## src/pit_consts.vh

```
// Purpose: Constants shared by the periodic interval timer bank.
// Assumes: 32-bit APB data, byte addresses, one system clock.
// Notes: Offsets are byte addresses; channel n sits at 0x100 + n*0x10.
//
// Operation
// Stopped channel holds; restart reloads period
// Aux timer loads, counts, reloads continuously
// Aux zero gives trigger pulse, sets flag
// Aux stop halts; restart reloads full period
// Channels 0,1 chained read as 64 bits
// Upper word channel 1, lower channel 0
// Lifetime period is product of both periods
// Software enables chaining before using lifetime
// Debug select runs or freezes; default freeze
// Channels 0..3, count is a parameter
// Separate flag and enable per timer
// Readable aux load transferred status flag
// Chained channel steps on previous expiry only
// New period waits for next reload
// Aux load crosses after aux ticks, flag set
// Channel zero gives trigger pulse, sets flag
// Request while flag and enable; write-one clears
// Reset stops all, clears flags and enables
`ifndef PIT_CONSTS_VH
`define PIT_CONSTS_VH
// ***************************************************************
// Register offsets
// ***************************************************************
`define OFS_GCTRL 12'h000
`define OFS_AUX_LOAD 12'h004
`define OFS_AUX_COUNT 12'h008
`define OFS_AUX_CTRL 12'h00C
`define OFS_AUX_FLAG 12'h010
`define OFS_AUX_SYNC 12'h014
`define OFS_LIFE_HI 12'h018
`define OFS_LIFE_LO 12'h01C
`define CH_REGION 4'h1
`define CH_LOAD 2'h0
`define CH_COUNT 2'h1
`define CH_CTRL 2'h2
`define CH_FLAG 2'h3
// ***************************************************************
// Field positions
// ***************************************************************
`define BIT_DBG_RUN 0
`define BIT_EN 0
`define BIT_IE 1
`define BIT_CHAIN 2
`define BIT_FLAG 0
// ***************************************************************
// Reset values and timing
// ***************************************************************
`define RST_WORD 32'h0000_0000
`define NCH_DEF 4
`define AUX_DIV_DEF 4
`define SYNC_TICKS 3
`endif

```

## src/aux_load_sync.v

```verilog
// Purpose: Carries a written aux period into the aux tick domain.
// Assumes: tick is the aux rate enable; wr is a one-cycle pulse.
// Notes: A write while pending restarts the transfer with the newer value.
`timescale 1ns/100ps
`include "pit_consts.vh"
`default_nettype none
module aux_load_sync #(
    parameter SYNC_TICKS = `SYNC_TICKS
) (
    input wire clk,
    input wire rstn,
    input wire tick,
    input wire wr,
    input wire [31:0] wdata,
    output reg [31:0] aux_load_reg,
    output reg done_reg
);
    reg [31:0] hold_reg; // Value waiting to cross
    reg pend_reg; // Transfer in progress
    reg [3:0] stage_reg; // Aux ticks seen so far

    // ***************************************************************
    // Transfer sequencer
    // ***************************************************************
    always @(posedge clk or negedge rstn) begin
        if (!rstn) begin
            aux_load_reg <= `RST_WORD;
            hold_reg <= `RST_WORD;
            pend_reg <= 1'b0;
            stage_reg <= 4'h0;
            done_reg <= 1'b0;
        end else begin
            done_reg <= 1'b0;
            if (wr) begin
                hold_reg <= wdata;
                pend_reg <= 1'b1;
                stage_reg <= 4'h0;
            end else if (pend_reg && tick) begin
                if (stage_reg == SYNC_TICKS[3:0] - 4'h1) begin
                    // Several aux ticks elapsed: value now owned by aux side
                    aux_load_reg <= hold_reg;
                    pend_reg <= 1'b0;
                    done_reg <= 1'b1;
                end else begin
                    stage_reg <= stage_reg + 4'h1;
                end
            end
        end
    end
endmodule // aux_load_sync
`default_nettype wire

```

## src/interval_timer_bank.v

```verilog
// Purpose: Bank of periodic interval timers with an aux real-time timer, APB slave.
// Assumes: NUM_CH is 2..4; debug halt pin is asynchronous to CLK_SYS.
// Notes: Zero-wait APB with registered answer; unmapped access gives PSLVERR.
//
// The APB interface to the registers and the placing of the registers were decided locally.
`timescale 1ns/100ps
`include "pit_consts.vh"
`default_nettype none
module interval_timer_bank #(
    parameter NUM_CH = `NCH_DEF,
    parameter AUX_DIV = `AUX_DIV_DEF
) (
    input wire CLK_SYS,
    input wire RSTN,
    input wire PSEL,
    input wire PENABLE,
    input wire PWRITE,
    input wire [11:0] PADDR,
    input wire [31:0] PWDATA,
    output reg [31:0] PRDATA,
    output reg PREADY,
    output reg PSLVERR,
    input wire DEBUG_HALT,
    output reg [NUM_CH-1:0] CHAN_TRIG,
    output reg AUX_TRIG,
    output reg [NUM_CH-1:0] CHAN_IRQ,
    output reg AUX_IRQ
);
    // ***************************************************************
    // Address decode helpers
    // ***************************************************************

    // True when an address falls on an implemented channel word
    function chan_hit;
        input [11:0] a;
        begin
            chan_hit = (a[11:8] == `CH_REGION) && (a[7:6] == 2'h0) &&
                (a[1:0] == 2'h0) && ({30'h0, a[5:4]} < NUM_CH);
        end
    endfunction

    // True when an address names a global or aux word
    function glob_hit;
        input [11:0] a;
        begin
            glob_hit = (a[1:0] == 2'h0) && (a <= `OFS_LIFE_LO);
        end
    endfunction

    // ***************************************************************
    // Storage
    // ***************************************************************
    reg [31:0] ld_reg [0:NUM_CH-1]; // Channel periods
    reg [NUM_CH-1:0] en_reg; // Channel run bits
    reg [NUM_CH-1:0] ie_reg; // channel_irq_enable bits
    reg [NUM_CH-1:0] chain_reg; // Chain-to-previous bits
    reg [NUM_CH-1:0] flag_reg; // channel_timeout_flag bits
    reg debug_run_select_reg; // Run timers while halted in debug
    reg aux_en_reg; // Aux run bit
    reg aux_irq_enable_reg; // Aux interrupt enable
    reg aux_timeout_flag_reg; // Aux expiry flag
    reg aux_load_synced_flag_reg; // Aux load transfer finished
    reg [31:0] aux_wval_reg; // Last written aux period, readback
    reg [31:0] lo_snap_reg; // Channel 0 captured with the upper word
    reg halt_s1_reg; // First synchroniser stage, read only by stage two
    reg halt_s2_reg; // Synchronised debug halt
    reg [15:0] div_reg; // Aux tick divider
    reg aux_tick_reg; // One-cycle aux rate enable
    reg [31:0] rd_next; // Read data being assembled

    wire [NUM_CH*32-1:0] cnt_all; // All channel counts, flattened
    wire [NUM_CH-1:0] expire; // Channel expiry strobes
    wire [NUM_CH-1:0] step; // Channel step enables
    wire [31:0] aux_count; // Aux counter value
    wire [31:0] aux_load; // Aux period on the aux side
    wire aux_expire; // Aux expiry strobe
    wire aux_done; // Aux load transfer done
    wire freeze; // All timers held for debug
    wire setup; // APB setup phase
    wire wr_en; // APB write takes effect
    wire [1:0] ch_sel; // Channel addressed
    wire [1:0] ch_word; // Word inside channel
    wire aux_load_wr; // Write to the aux period
    integer i;

    assign setup = PSEL & ~PENABLE;
    assign wr_en = PSEL & PENABLE & PWRITE & PREADY & ~PSLVERR;
    assign ch_sel = PADDR[5:4];
    assign ch_word = PADDR[3:2];
    assign aux_load_wr = wr_en && (PADDR == `OFS_AUX_LOAD);
    // Default freezes; select bit lets timers run through a debug halt
    assign freeze = halt_s2_reg & ~debug_run_select_reg;

    // ***************************************************************
    // Debug halt synchroniser and aux tick divider
    // ***************************************************************
    always @(posedge CLK_SYS or negedge RSTN) begin
        if (!RSTN) begin
            halt_s1_reg <= 1'b0;
            halt_s2_reg <= 1'b0;
            div_reg <= 16'h0000;
            aux_tick_reg <= 1'b0;
        end else begin
            halt_s1_reg <= DEBUG_HALT;
            halt_s2_reg <= halt_s1_reg;
            // Divider keeps running in debug so the load transfer still completes
            if (div_reg == AUX_DIV[15:0] - 16'h0001) begin
                div_reg <= 16'h0000;
                aux_tick_reg <= 1'b1;
            end else begin
                div_reg <= div_reg + 16'h0001;
                aux_tick_reg <= 1'b0;
            end
        end
    end

    // ***************************************************************
    // Channel counters
    // ***************************************************************
    genvar g;
    generate
        for (g = 0; g < NUM_CH; g = g + 1) begin : chan
            if (g == 0) begin : first
                // Channel 0 has nothing to chain to
                assign step[g] = ~freeze;
            end else begin : later
                // Chained channel steps once per expiry of the one before
                assign step[g] = ~freeze & (chain_reg[g] ? expire[g-1] : 1'b1);
            end
            period_down_counter u_cnt (
                .clk(CLK_SYS),
                .rstn(RSTN),
                .enable(en_reg[g]),
                .step(step[g]),
                .load_val(ld_reg[g]),
                .count_reg(cnt_all[g*32 +: 32]),
                .expire(expire[g])
            );
        end
    endgenerate

    // ***************************************************************
    // Aux real-time timer
    // ***************************************************************
    aux_load_sync u_sync (
        .clk(CLK_SYS),
        .rstn(RSTN),
        .tick(aux_tick_reg),
        .wr(aux_load_wr),
        .wdata(PWDATA),
        .aux_load_reg(aux_load),
        .done_reg(aux_done)
    );

    // Aux counter steps only at the aux rate
    period_down_counter u_aux (
        .clk(CLK_SYS),
        .rstn(RSTN),
        .enable(aux_en_reg),
        .step(aux_tick_reg & ~freeze),
        .load_val(aux_load),
        .count_reg(aux_count),
        .expire(aux_expire)
    );

    // ***************************************************************
    // Software registers and flags
    // ***************************************************************
    always @(posedge CLK_SYS or negedge RSTN) begin
        if (!RSTN) begin
            for (i = 0; i < NUM_CH; i = i + 1) begin
                ld_reg[i] <= `RST_WORD;
            end
            en_reg <= {NUM_CH{1'b0}};
            ie_reg <= {NUM_CH{1'b0}};
            chain_reg <= {NUM_CH{1'b0}};
            flag_reg <= {NUM_CH{1'b0}};
            debug_run_select_reg <= 1'b0;
            aux_en_reg <= 1'b0;
            aux_irq_enable_reg <= 1'b0;
            aux_timeout_flag_reg <= 1'b0;
            aux_load_synced_flag_reg <= 1'b0;
            aux_wval_reg <= `RST_WORD;
        end else begin
            // Channel words
            for (i = 0; i < NUM_CH; i = i + 1) begin
                if (wr_en && chan_hit(PADDR) && (ch_sel == i[1:0])) begin
                    if (ch_word == `CH_LOAD) begin
                        // Running counter untouched; value used at next reload
                        ld_reg[i] <= PWDATA;
                    end
                    if (ch_word == `CH_CTRL) begin
                        en_reg[i] <= PWDATA[`BIT_EN];
                        ie_reg[i] <= PWDATA[`BIT_IE];
                        // Channel 0 chain bit stays zero
                        chain_reg[i] <= PWDATA[`BIT_CHAIN] & (i != 0);
                    end
                end
                // Set beats a write-one clear in the same cycle
                if (expire[i]) begin
                    flag_reg[i] <= 1'b1;
                end else if (wr_en && chan_hit(PADDR) && (ch_sel == i[1:0]) &&
                    (ch_word == `CH_FLAG) && PWDATA[`BIT_FLAG]) begin
                    flag_reg[i] <= 1'b0;
                end
            end
            // Global and aux words
            if (wr_en && (PADDR == `OFS_GCTRL)) begin
                debug_run_select_reg <= PWDATA[`BIT_DBG_RUN];
            end
            if (aux_load_wr) begin
                aux_wval_reg <= PWDATA;
            end
            if (wr_en && (PADDR == `OFS_AUX_CTRL)) begin
                aux_en_reg <= PWDATA[`BIT_EN];
                aux_irq_enable_reg <= PWDATA[`BIT_IE];
            end
            if (aux_expire) begin
                aux_timeout_flag_reg <= 1'b1;
            end else if (wr_en && (PADDR == `OFS_AUX_FLAG) && PWDATA[`BIT_FLAG]) begin
                aux_timeout_flag_reg <= 1'b0;
            end
            if (aux_done) begin
                aux_load_synced_flag_reg <= 1'b1;
            end else if ((wr_en && (PADDR == `OFS_AUX_SYNC) && PWDATA[`BIT_FLAG]) ||
                aux_load_wr) begin
                // A new load also withdraws the old completion
                aux_load_synced_flag_reg <= 1'b0;
            end
        end
    end

    // ***************************************************************
    // Read data mux
    // ***************************************************************
    always @* begin
        rd_next = `RST_WORD;
        if (chan_hit(PADDR)) begin
            case (ch_word)
                `CH_LOAD: rd_next = ld_reg[ch_sel];
                `CH_COUNT: rd_next = cnt_all[ch_sel*32 +: 32];
                `CH_CTRL: rd_next = {29'h0, chain_reg[ch_sel], ie_reg[ch_sel],
                    en_reg[ch_sel]};
                default: rd_next = {31'h0, flag_reg[ch_sel]};
            endcase
        end else begin
            case (PADDR)
                `OFS_GCTRL: rd_next = {31'h0, debug_run_select_reg};
                `OFS_AUX_LOAD: rd_next = aux_wval_reg;
                `OFS_AUX_COUNT: rd_next = aux_count;
                `OFS_AUX_CTRL: rd_next = {30'h0, aux_irq_enable_reg, aux_en_reg};
                `OFS_AUX_FLAG: rd_next = {31'h0, aux_timeout_flag_reg};
                `OFS_AUX_SYNC: rd_next = {31'h0, aux_load_synced_flag_reg};
                `OFS_LIFE_HI: rd_next = cnt_all[63:32];
                `OFS_LIFE_LO: rd_next = lo_snap_reg;
                default: rd_next = `RST_WORD;
            endcase
        end
    end

    // ***************************************************************
    // APB answer and lifetime snapshot
    // ***************************************************************
    always @(posedge CLK_SYS or negedge RSTN) begin
        if (!RSTN) begin
            PRDATA <= `RST_WORD;
            PREADY <= 1'b0;
            PSLVERR <= 1'b0;
            lo_snap_reg <= `RST_WORD;
        end else begin
            // Answer lands in the first access cycle, one cycle after setup
            PREADY <= setup;
            PSLVERR <= setup & ~(chan_hit(PADDR) | glob_hit(PADDR));
            if (setup && !PWRITE) begin
                PRDATA <= rd_next;
            end
            // Reading the upper word freezes the lower, so both halves agree
            if (setup && !PWRITE && (PADDR == `OFS_LIFE_HI)) begin
                lo_snap_reg <= cnt_all[31:0];
            end
        end
    end

    // ***************************************************************
    // Triggers and interrupt requests
    // ***************************************************************
    always @(posedge CLK_SYS or negedge RSTN) begin
        if (!RSTN) begin
            CHAN_TRIG <= {NUM_CH{1'b0}};
            AUX_TRIG <= 1'b0;
            CHAN_IRQ <= {NUM_CH{1'b0}};
            AUX_IRQ <= 1'b0;
        end else begin
            CHAN_TRIG <= expire;
            AUX_TRIG <= aux_expire;
            CHAN_IRQ <= flag_reg & ie_reg;
            AUX_IRQ <= aux_timeout_flag_reg & aux_irq_enable_reg;
        end
    end
endmodule // interval_timer_bank
`default_nettype wire

```

## src/period_down_counter.v

```verilog
// Purpose: One reloading 32-bit down counter.
// Assumes: step is a one-cycle enable on the system clock.
// Notes: Period is load+1 steps; expire is combinational for chaining.
`timescale 1ns/100ps
`include "pit_consts.vh"
`default_nettype none
module period_down_counter (
    input wire clk,
    input wire rstn,
    input wire enable,
    input wire step,
    input wire [31:0] load_val,
    output reg [31:0] count_reg,
    output wire expire
);
    reg en_d_reg; // Enable seen last cycle, for start detection

    // Expiry: a step taken while the count sits at zero
    assign expire = enable & en_d_reg & step & (count_reg == 32'h0000_0000);

    // ***************************************************************
    // Counter
    // ***************************************************************
    always @(posedge clk or negedge rstn) begin
        if (!rstn) begin
            count_reg <= `RST_WORD;
            en_d_reg <= 1'b0;
        end else begin
            en_d_reg <= enable;
            if (enable && !en_d_reg) begin
                // Fresh start always takes the full period, never the old count
                count_reg <= load_val;
            end else if (expire) begin
                // Load also read at a fresh start; otherwise a new period waits for expiry
                count_reg <= load_val;
            end else if (enable && step) begin
                count_reg <= count_reg - 32'h0000_0001;
            end
            // Disabled: count simply holds
        end
    end
endmodule // period_down_counter
`default_nettype wire

```

## config.mk

```make
export PLATFORM = sky130hd
export DESIGN_NAME = interval_timer_bank
export DESIGN_NICKNAME = d
export VERILOG_FILES = /design/src/aux_load_sync.v /design/src/interval_timer_bank.v /design/src/period_down_counter.v
export VERILOG_INCLUDE_DIRS = /design/src /design/src/src
export SDC_FILE = /design/constraint.sdc
export NUM_CORES = 1
export LEC_CHECK = 0
export BUFFER_PORTS_ARGS = -buffer_cell sky130_fd_sc_hd__buf_4
export CAP_MARGIN = 20
export CORE_UTILIZATION = 30
export CTS_BUF_LIST = sky130_fd_sc_hd__clkbuf_16
export DETAILED_ROUTE_END_ITERATION = 7
export HOLD_SLACK_MARGIN = 0.08
export PLACE_DENSITY_LB_ADDON = 0.15
export SLEW_MARGIN = 20
export SYNTH_ARGS = -nofsm -noshare
export SYNTH_HDL_FRONTEND = slang
export SYNTH_SLANG_ARGS = --single-unit
export TNS_END_PERCENT = 50
```

## constraint.sdc

```tcl
create_clock -name CLK_SYS -period 6.5 [get_ports CLK_SYS]
set_input_delay 0.975 -clock CLK_SYS [delete_from_list [all_inputs] [get_ports CLK_SYS]]
set_output_delay 0.975 -clock CLK_SYS [all_outputs]
set_load 0.02 [all_outputs]
```

==> results of run 1 <==
-- routing by layer --
layer,global-route usage,share of wire,vias up
met5,0,0.00022,-
met2,0.319,0.44,653
met1,0.316,0.48,10300
met4,0.0515,0.022,4
met3,0.0294,0.056,123
li1,-,-,9020
-- per-stage QoR --
stage	util	hold WS (ps)
2_1_floorplan	-	331
3_3_place_gp	0.324	336
3_5_place_dp	0.325	354
4_1_cts	0.345	367
5_1_grt	0.345	380
6_report	0.345	340
-- cells by family (layout without fill, tap and decap cells) --
kind of cell / after synthesis / after routing / synth area share
DFF: 478 / 478 / 0.473
muxes: 343 / 343 / 0.181
xor gates and xnor gates: 29 / 29 / 0.0100
buffers and inverters: 211 / 274 / 0.0343
and+or+nand+nor: 704 / 704 / 0.142
AOI/OAI and AO/OA: 612 / 612 / 0.156
adders and majority gates: 10 / 10 / 0.00494
other: 0 / 1 / 0
-- worst paths after layout --
kind	slack, ps	startpoint	endpoint	depth (start not counted)
worst max-delay path	2350	chan[2].u_cnt.count_reg[0]$_DFFE_PN0P_	chan[2].u_cnt.count_reg[20]$_DFFE_PN0P_	9
worst min-delay path	340	RSTN	div_reg[8]$_DFF_PN0_	1
worst max register to register	2350	chan[2].u_cnt.count_reg[0]$_DFFE_PN0P_	chan[2].u_cnt.count_reg[20]$_DFFE_PN0P_	9
worst min register to register	360	halt_s1_reg$_DFF_PN0_	halt_s2_reg$_DFF_PN0_	0
max in group asynchronous	4540	RSTN	aux_wval_reg[19]$_DFFE_PN0P_	2
min in group CLK_SYS	360	halt_s1_reg$_DFF_PN0_	halt_s2_reg$_DFF_PN0_	0
-- report_power, final --
| group | internal, uW | switching [uW] |
|---|---|---|
| Combinational | 148 | 307 |
| Clock | 1690 | 1290 |
| Sequential | 2990 | 20.2 |
| Total | 4820 | 1620 |
-- layout make-up --
class                   count  share of cell area
diodes                      1           0.0000868
repair buffers            137              0.0375
flip-flops and latches    478               0.415
multi-input cells        1698               0.437
inverters                  38             0.00495
clock inverters            42             0.00921
clock buffers              57              0.0495
well taps                1080              0.0469
-- Yosys cell counts, types with 5 or more instances --
cell type,number,area share
a2bb2oi_1,7,0.0024
mux2_2,229,0.10
a21o_1,11,0.0033
o22a_1,6,0.0021
dfrtp_1,478,0.47
o2bb2ai_1,6,0.0021
o22ai_1,18,0.0044
a22o_1,10,0.0035
a22oi_1,44,0.013
nand3_1,35,0.0069
nor2b_1,14,0.0035
ha_1,10,0.0049
a31oi_1,13,0.0032
inv_1,38,0.0056
a221o_1,17,0.0067
a21oi_1,142,0.028
or3_1,18,0.0044
or4_1,17,0.0050
mux2i_1,46,0.018
nor2_1,208,0.031
xor2_1,9,0.0031
xnor2_1,20,0.0069
and2_1,13,0.0032
o31a_1,6,0.0021
a221oi_1,36,0.012
nor3_1,77,0.015
nand2b_1,21,0.0052
o41ai_1,6,0.0021
mux4_2,68,0.061
or2_2,10,0.0025
nor3b_1,10,0.0030
a211oi_1,9,0.0027
and3_1,21,0.0052
buf_1,20,0.0030
nand4_1,25,0.0062
o21ai_0,238,0.047
and4_1,10,0.0035
buf_2,33,0.0065
nand4b_1,5,0.0017
a221oi_2,5,0.0030
clkbuf_1,114,0.017
nand2_1,137,0.020
nor4_1,55,0.014
-- worst max-delay path, delay by kind of cell (launching register included) --
family,cells,cell delay (ps)
AND/OR/NAND/NOR,5,2650
AO/OA/AOI/OAI,2,570
flip-flops,1,470
adder cells (fa/ha/maj),1,210
buffers and inverters,1,90
==> results.cfg, run 1 <==
[outcome]
outcome = complete, no violations

[global_route]
grt_pass1_vias = 19600
gr-total-overflow = 0
grt_pass1_wl_um = 135000
track_usage = 0.211
antenna_found_initial = 4
grt_max_degree = 164

[layout]
seqCellArea_um2 = 12000
area_growth_pct = 13.9
drive_above_1_share = 0.233
design_area_um2 = 28800
layout_commonest_cell = dfrtp_1
multi_input_area_um2 = 12600
fillerInstances = 8365
final_cell_mix = dfrtp_1 (478), o21ai_0 (238), mux2_2 (229), nor2_1 (201), a21oi_1 (141)
final_net_count = 2468
fin_cells = 3531

[timing]
worst_pin_slew_ps = 1070
fmax_mhz = 241
finalMaxSlewViolations = 0
fin_crit_sh = 0.639
tns_ps = 0
slew_headroom = 0.280
finClkSkew_ps = 18.0
layout_setup_ws_ps = 2350
timing.final.crit_period_ps = 4150
final-setup-viol-count = 0
hold_viol_final = 0
rsz0062_at_grt = no

[placed_design]
pre_cts_ws_ps = 2060
dpl.cell_count = 3431
dpl.hpwl_um = 67100
placed_cell_area_um2 = 27100
io_buffers = 93
gp_congestion = 0.912

[power_and_ir_drop]
total_leakage_power_uw = 0.0132
vdd_ir_drop_max_mv = 0.194
power.total_uw = 6450
powerDensity_nw_per_um2 = 224

[synthesis]
yosysWarnings = 0
syn_nets = 2447
ys_types = 82
synth-seq-area-share = 0.473
synth-seq-cells = 478
avgSynthCellArea_um2 = 10.6
synth_flop_cell = dfrtp_1
synth_edf_count = 0
synth_area_um2 = 25300
synthArstFlopShare = 1.00
synthCells = 2387

[critical_path]
cp.arrival_ps = 4640
startpoint_type = register
worstPathCellList = inv_1 -> ha_1 -> or4b_1 -> nor4b_1 -> nand4_1 -> and4b_1 -> or2_2 -> o21ai_0 -> a221o_1
required_ps = 6990
crit_type = reg -> reg
cp_slowest_cell = or2_2
crit_path_max_incr_delay_ps = 720
cp-end-kind = register
cp_max_fo = 41

[worst_hold_path]
hp-class = in -> async

[floorplan]
rows = 106
die_area_um2 = 85500
core_region_area_um2 = 83600
die_y_um = 292
chipWidth_um = 292
boundaryPins = 94
start_util = 0.303

[routing]
routed_wl_um = 90800
route.antenna.remaining_nets = 0
dr.pass1.iters = 6
vias = 20100
vias_per_cell = 5.69
drc = 0
wl_per_cell_um = 25.7
drt_iter0_markers = 1976

[clock_network]
clk_pin_slew_worst_paths_ps = 60
numCtsBuffers = 55
cts-resized-gates = 0
post_cts_buffers = 0
h-tree-depth = 2
cts_tree = built
cts_root_buf = clkbuf_16
cts.path.max_buffers = 3
clk_latency_ps = 620
cts_sinks = 478
ctsHoldBuffers = 0

[run]
max_cap_violations = 0
No activity file was read; power rests on OpenSTA's default activity.
==> run 2, diff against run 1 <==
Clock period 6.5 ns to 3.7 ns, I/O delays scaled along.
==> run 2 against run 1 <==
Fmax increased by 23%. Clock power increased by 94%. First-iteration DRC count decreased by 4.3%. Via count increased by 2.4%. Clock skew increased by 6.1 ps. Register-to-register slack got worse by 2000 ps. Sequential power increased by 75%. Non-clock buffer count increased by 71. Clock-buffer cell count unchanged. Utilization increased by 1.1 points. Power increased by 85%. Critical endpoint is now chan[2].u_cnt.count_reg[14]$_DFFE_PN0P_. Largest cell class unchanged. Highest routed layer is now met4.
==> results.cfg, run 2 (synthesis results as in run 1) <==
[outcome]
outcome = complete, no violations

[critical_path]
cp.arrival_ps = 3860
required_ps = 4180
r2r_cells = 10
crit_path_start = chan[2].u_cnt.count_reg[1]$_DFFE_PN0P_
rr_startpoint = chan[2].u_cnt.count_reg[1]$_DFFE_PN0P_
regToRegEndpoint = chan[2].u_cnt.count_reg[14]$_DFFE_PN0P_
cp_max_fo = 41
crit_type = reg -> reg
startpoint_type = register
cp-end-kind = register
reg2reg_setup_slack_ps = 320

[timing]
finClkSkew_ps = 24.1
hold_viol_final = 0
finalMaxSlewViolations = 0
timing.final.crit_period_ps = 3380
final-setup-viol-count = 0
tns_ps = 0
rsz0062_at_grt = no
slew_headroom = 0.252
worst_pin_slew_ps = 1120
fmax_mhz = 296
fin_crit_sh = 0.913

[worst_hold_path]
holdPathStages = 3
holdCritStartpoint = PWDATA[31]
holdPathEnd = ld_reg[31]$_DFFE_PN0P_
hp-class = in -> reg

[routing]
dr.pass1.iters = 6
drc = 0
route.antenna.remaining_nets = 0
vias = 20600
drt_iter0_markers = 1892
routed_wl_um = 91600
vias_per_cell = 5.70
wl_per_cell_um = 25.4

[layout]
layout_commonest_cell = dfrtp_1
final_cell_mix = dfrtp_1 (478), o21ai_0 (238), mux2_2 (229), nor2_1 (201), buf_4 (187)
final_net_count = 2540
fillerInstances = 8261
area_growth_pct = 17.4
finish.utilization = 0.356
drive_above_1_share = 0.257

[clock_network]
post_cts_buffers = 0
cts_sinks = 478
clk_pin_slew_worst_paths_ps = 60
numCtsBuffers = 56
clk_latency_ps = 620
cts.path.max_buffers = 3
cts_root_buf = clkbuf_16
cts_tree = built
h-tree-depth = 2

[placed_design]
io_buffers = 93
gp_congestion = 0.890
dpl.hpwl_um = 69000

[global_route]
antenna_found_initial = 1
grt_pass1_vias = 19900
grt_max_degree = 82
track_usage = 0.214
grt_pass1_wl_um = 138000
gr-total-overflow = 0

[floorplan]
start_util = 0.303
die_y_um = 292
boundaryPins = 94
die_area_um2 = 85500
rows = 106
core_region_area_um2 = 83600
chipWidth_um = 292

[power_and_ir_drop]
total_leakage_power_uw = 0.0137
powerDensity_nw_per_um2 = 401
vdd_ir_drop_max_mv = 0.330

[run]
max_cap_violations = 0
run 2: how the worst max path moves through the flow:
| stage | endpoint | slack [ps] | cells past startpoint |
|---|---|---|---|
| after global placement | u_aux.count_reg[28]$_DFFE_PN0P_ | 180 | 8 |
| final | chan[2].u_cnt.count_reg[14]$_DFFE_PN0P_ | 320 | 10 |
| after CTS | u_aux.count_reg[28]$_DFFE_PN0P_ | 90 | 8 |
| after detailed placement | u_aux.count_reg[16]$_DFFE_PN0P_ | 90 | 8 |
| after floorplan | PRDATA[29]$_DFFE_PN0P_ | 660 | 9 |
| after global routing | chan[3].u_cnt.count_reg[11]$_DFFE_PN0P_ | 150 | 11 |
run 2: area by class of cell:
cell class / instances / area, um^2 / share of cell area
diodes: 2 / 5.00 / 0.000168
clock buffers: 57 / 1430 / 0.0480
clock inverters: 47 / 449 / 0.0151
inverters: 38 / 143 / 0.00480
multi-input cells: 1698 / 12600 / 0.423
flip-flops and latches: 478 / 12000 / 0.402
well taps: 1080 / 1350 / 0.0455
repair buffers: 208 / 1800 / 0.0605
run 2: what timing repair did:
action / in CTS / in global routing
hold buffers: 2 / 0
gates resized for setup: 0 / 1
hold endpoints to repair: 69 / 0
setup endpoints to repair: 0 / 11
run 2: power by group:
group / internal, uW / switching, uW / total, uW
sequential: 5250 / 31.2 / 5280
combinational: 299 / 558 / 857
clock: 3410 / 2360 / 5770
run 2: layer usage:
| layer | vias up | GRT usage | routed length [um] |
|---|---|---|---|
| met5 | - | 0 | 0 |
| met4 | 0 | 0.0644 | 2550 |
| met3 | 137 | 0.0337 | 5690 |
| met2 | 698 | 0.317 | 40100 |
| met1 | 10500 | 0.319 | 43300 |
| li1 | 9178 | - | - |
run 2: critical path, cell delays in order, from the launching register on:
cell and delay [ps]:
dfrtp_1 420, inv_1 90, ha_1 210, or4b_1 560, nor4b_1 540, nand4_1 190, and4b_1 410, or2_2 170
buf_12 210, o21ai_0 120, a221o_1 300
run 2: stage by stage:
| step | power (uW) | setup slack (ps) | cell area (um^2) | instances | hold WS (ps) |
|---|---|---|---|---|---|
| final | 11900 | 322 | 29700 | 3608 | 248 |
| after global routing | 12300 | 146 | 29700 | 3606 | 228 |
| after CTS | 12100 | 88.3 | 29700 | 3606 | 207 |
| after detailed placement | 6230 | 93.4 | 27800 | 3500 | 350 |
| after global placement | 6220 | 182 | 27800 | 3500 | 338 |
| after floorplan | 5790 | 660 | 25300 | 2387 | 259 |
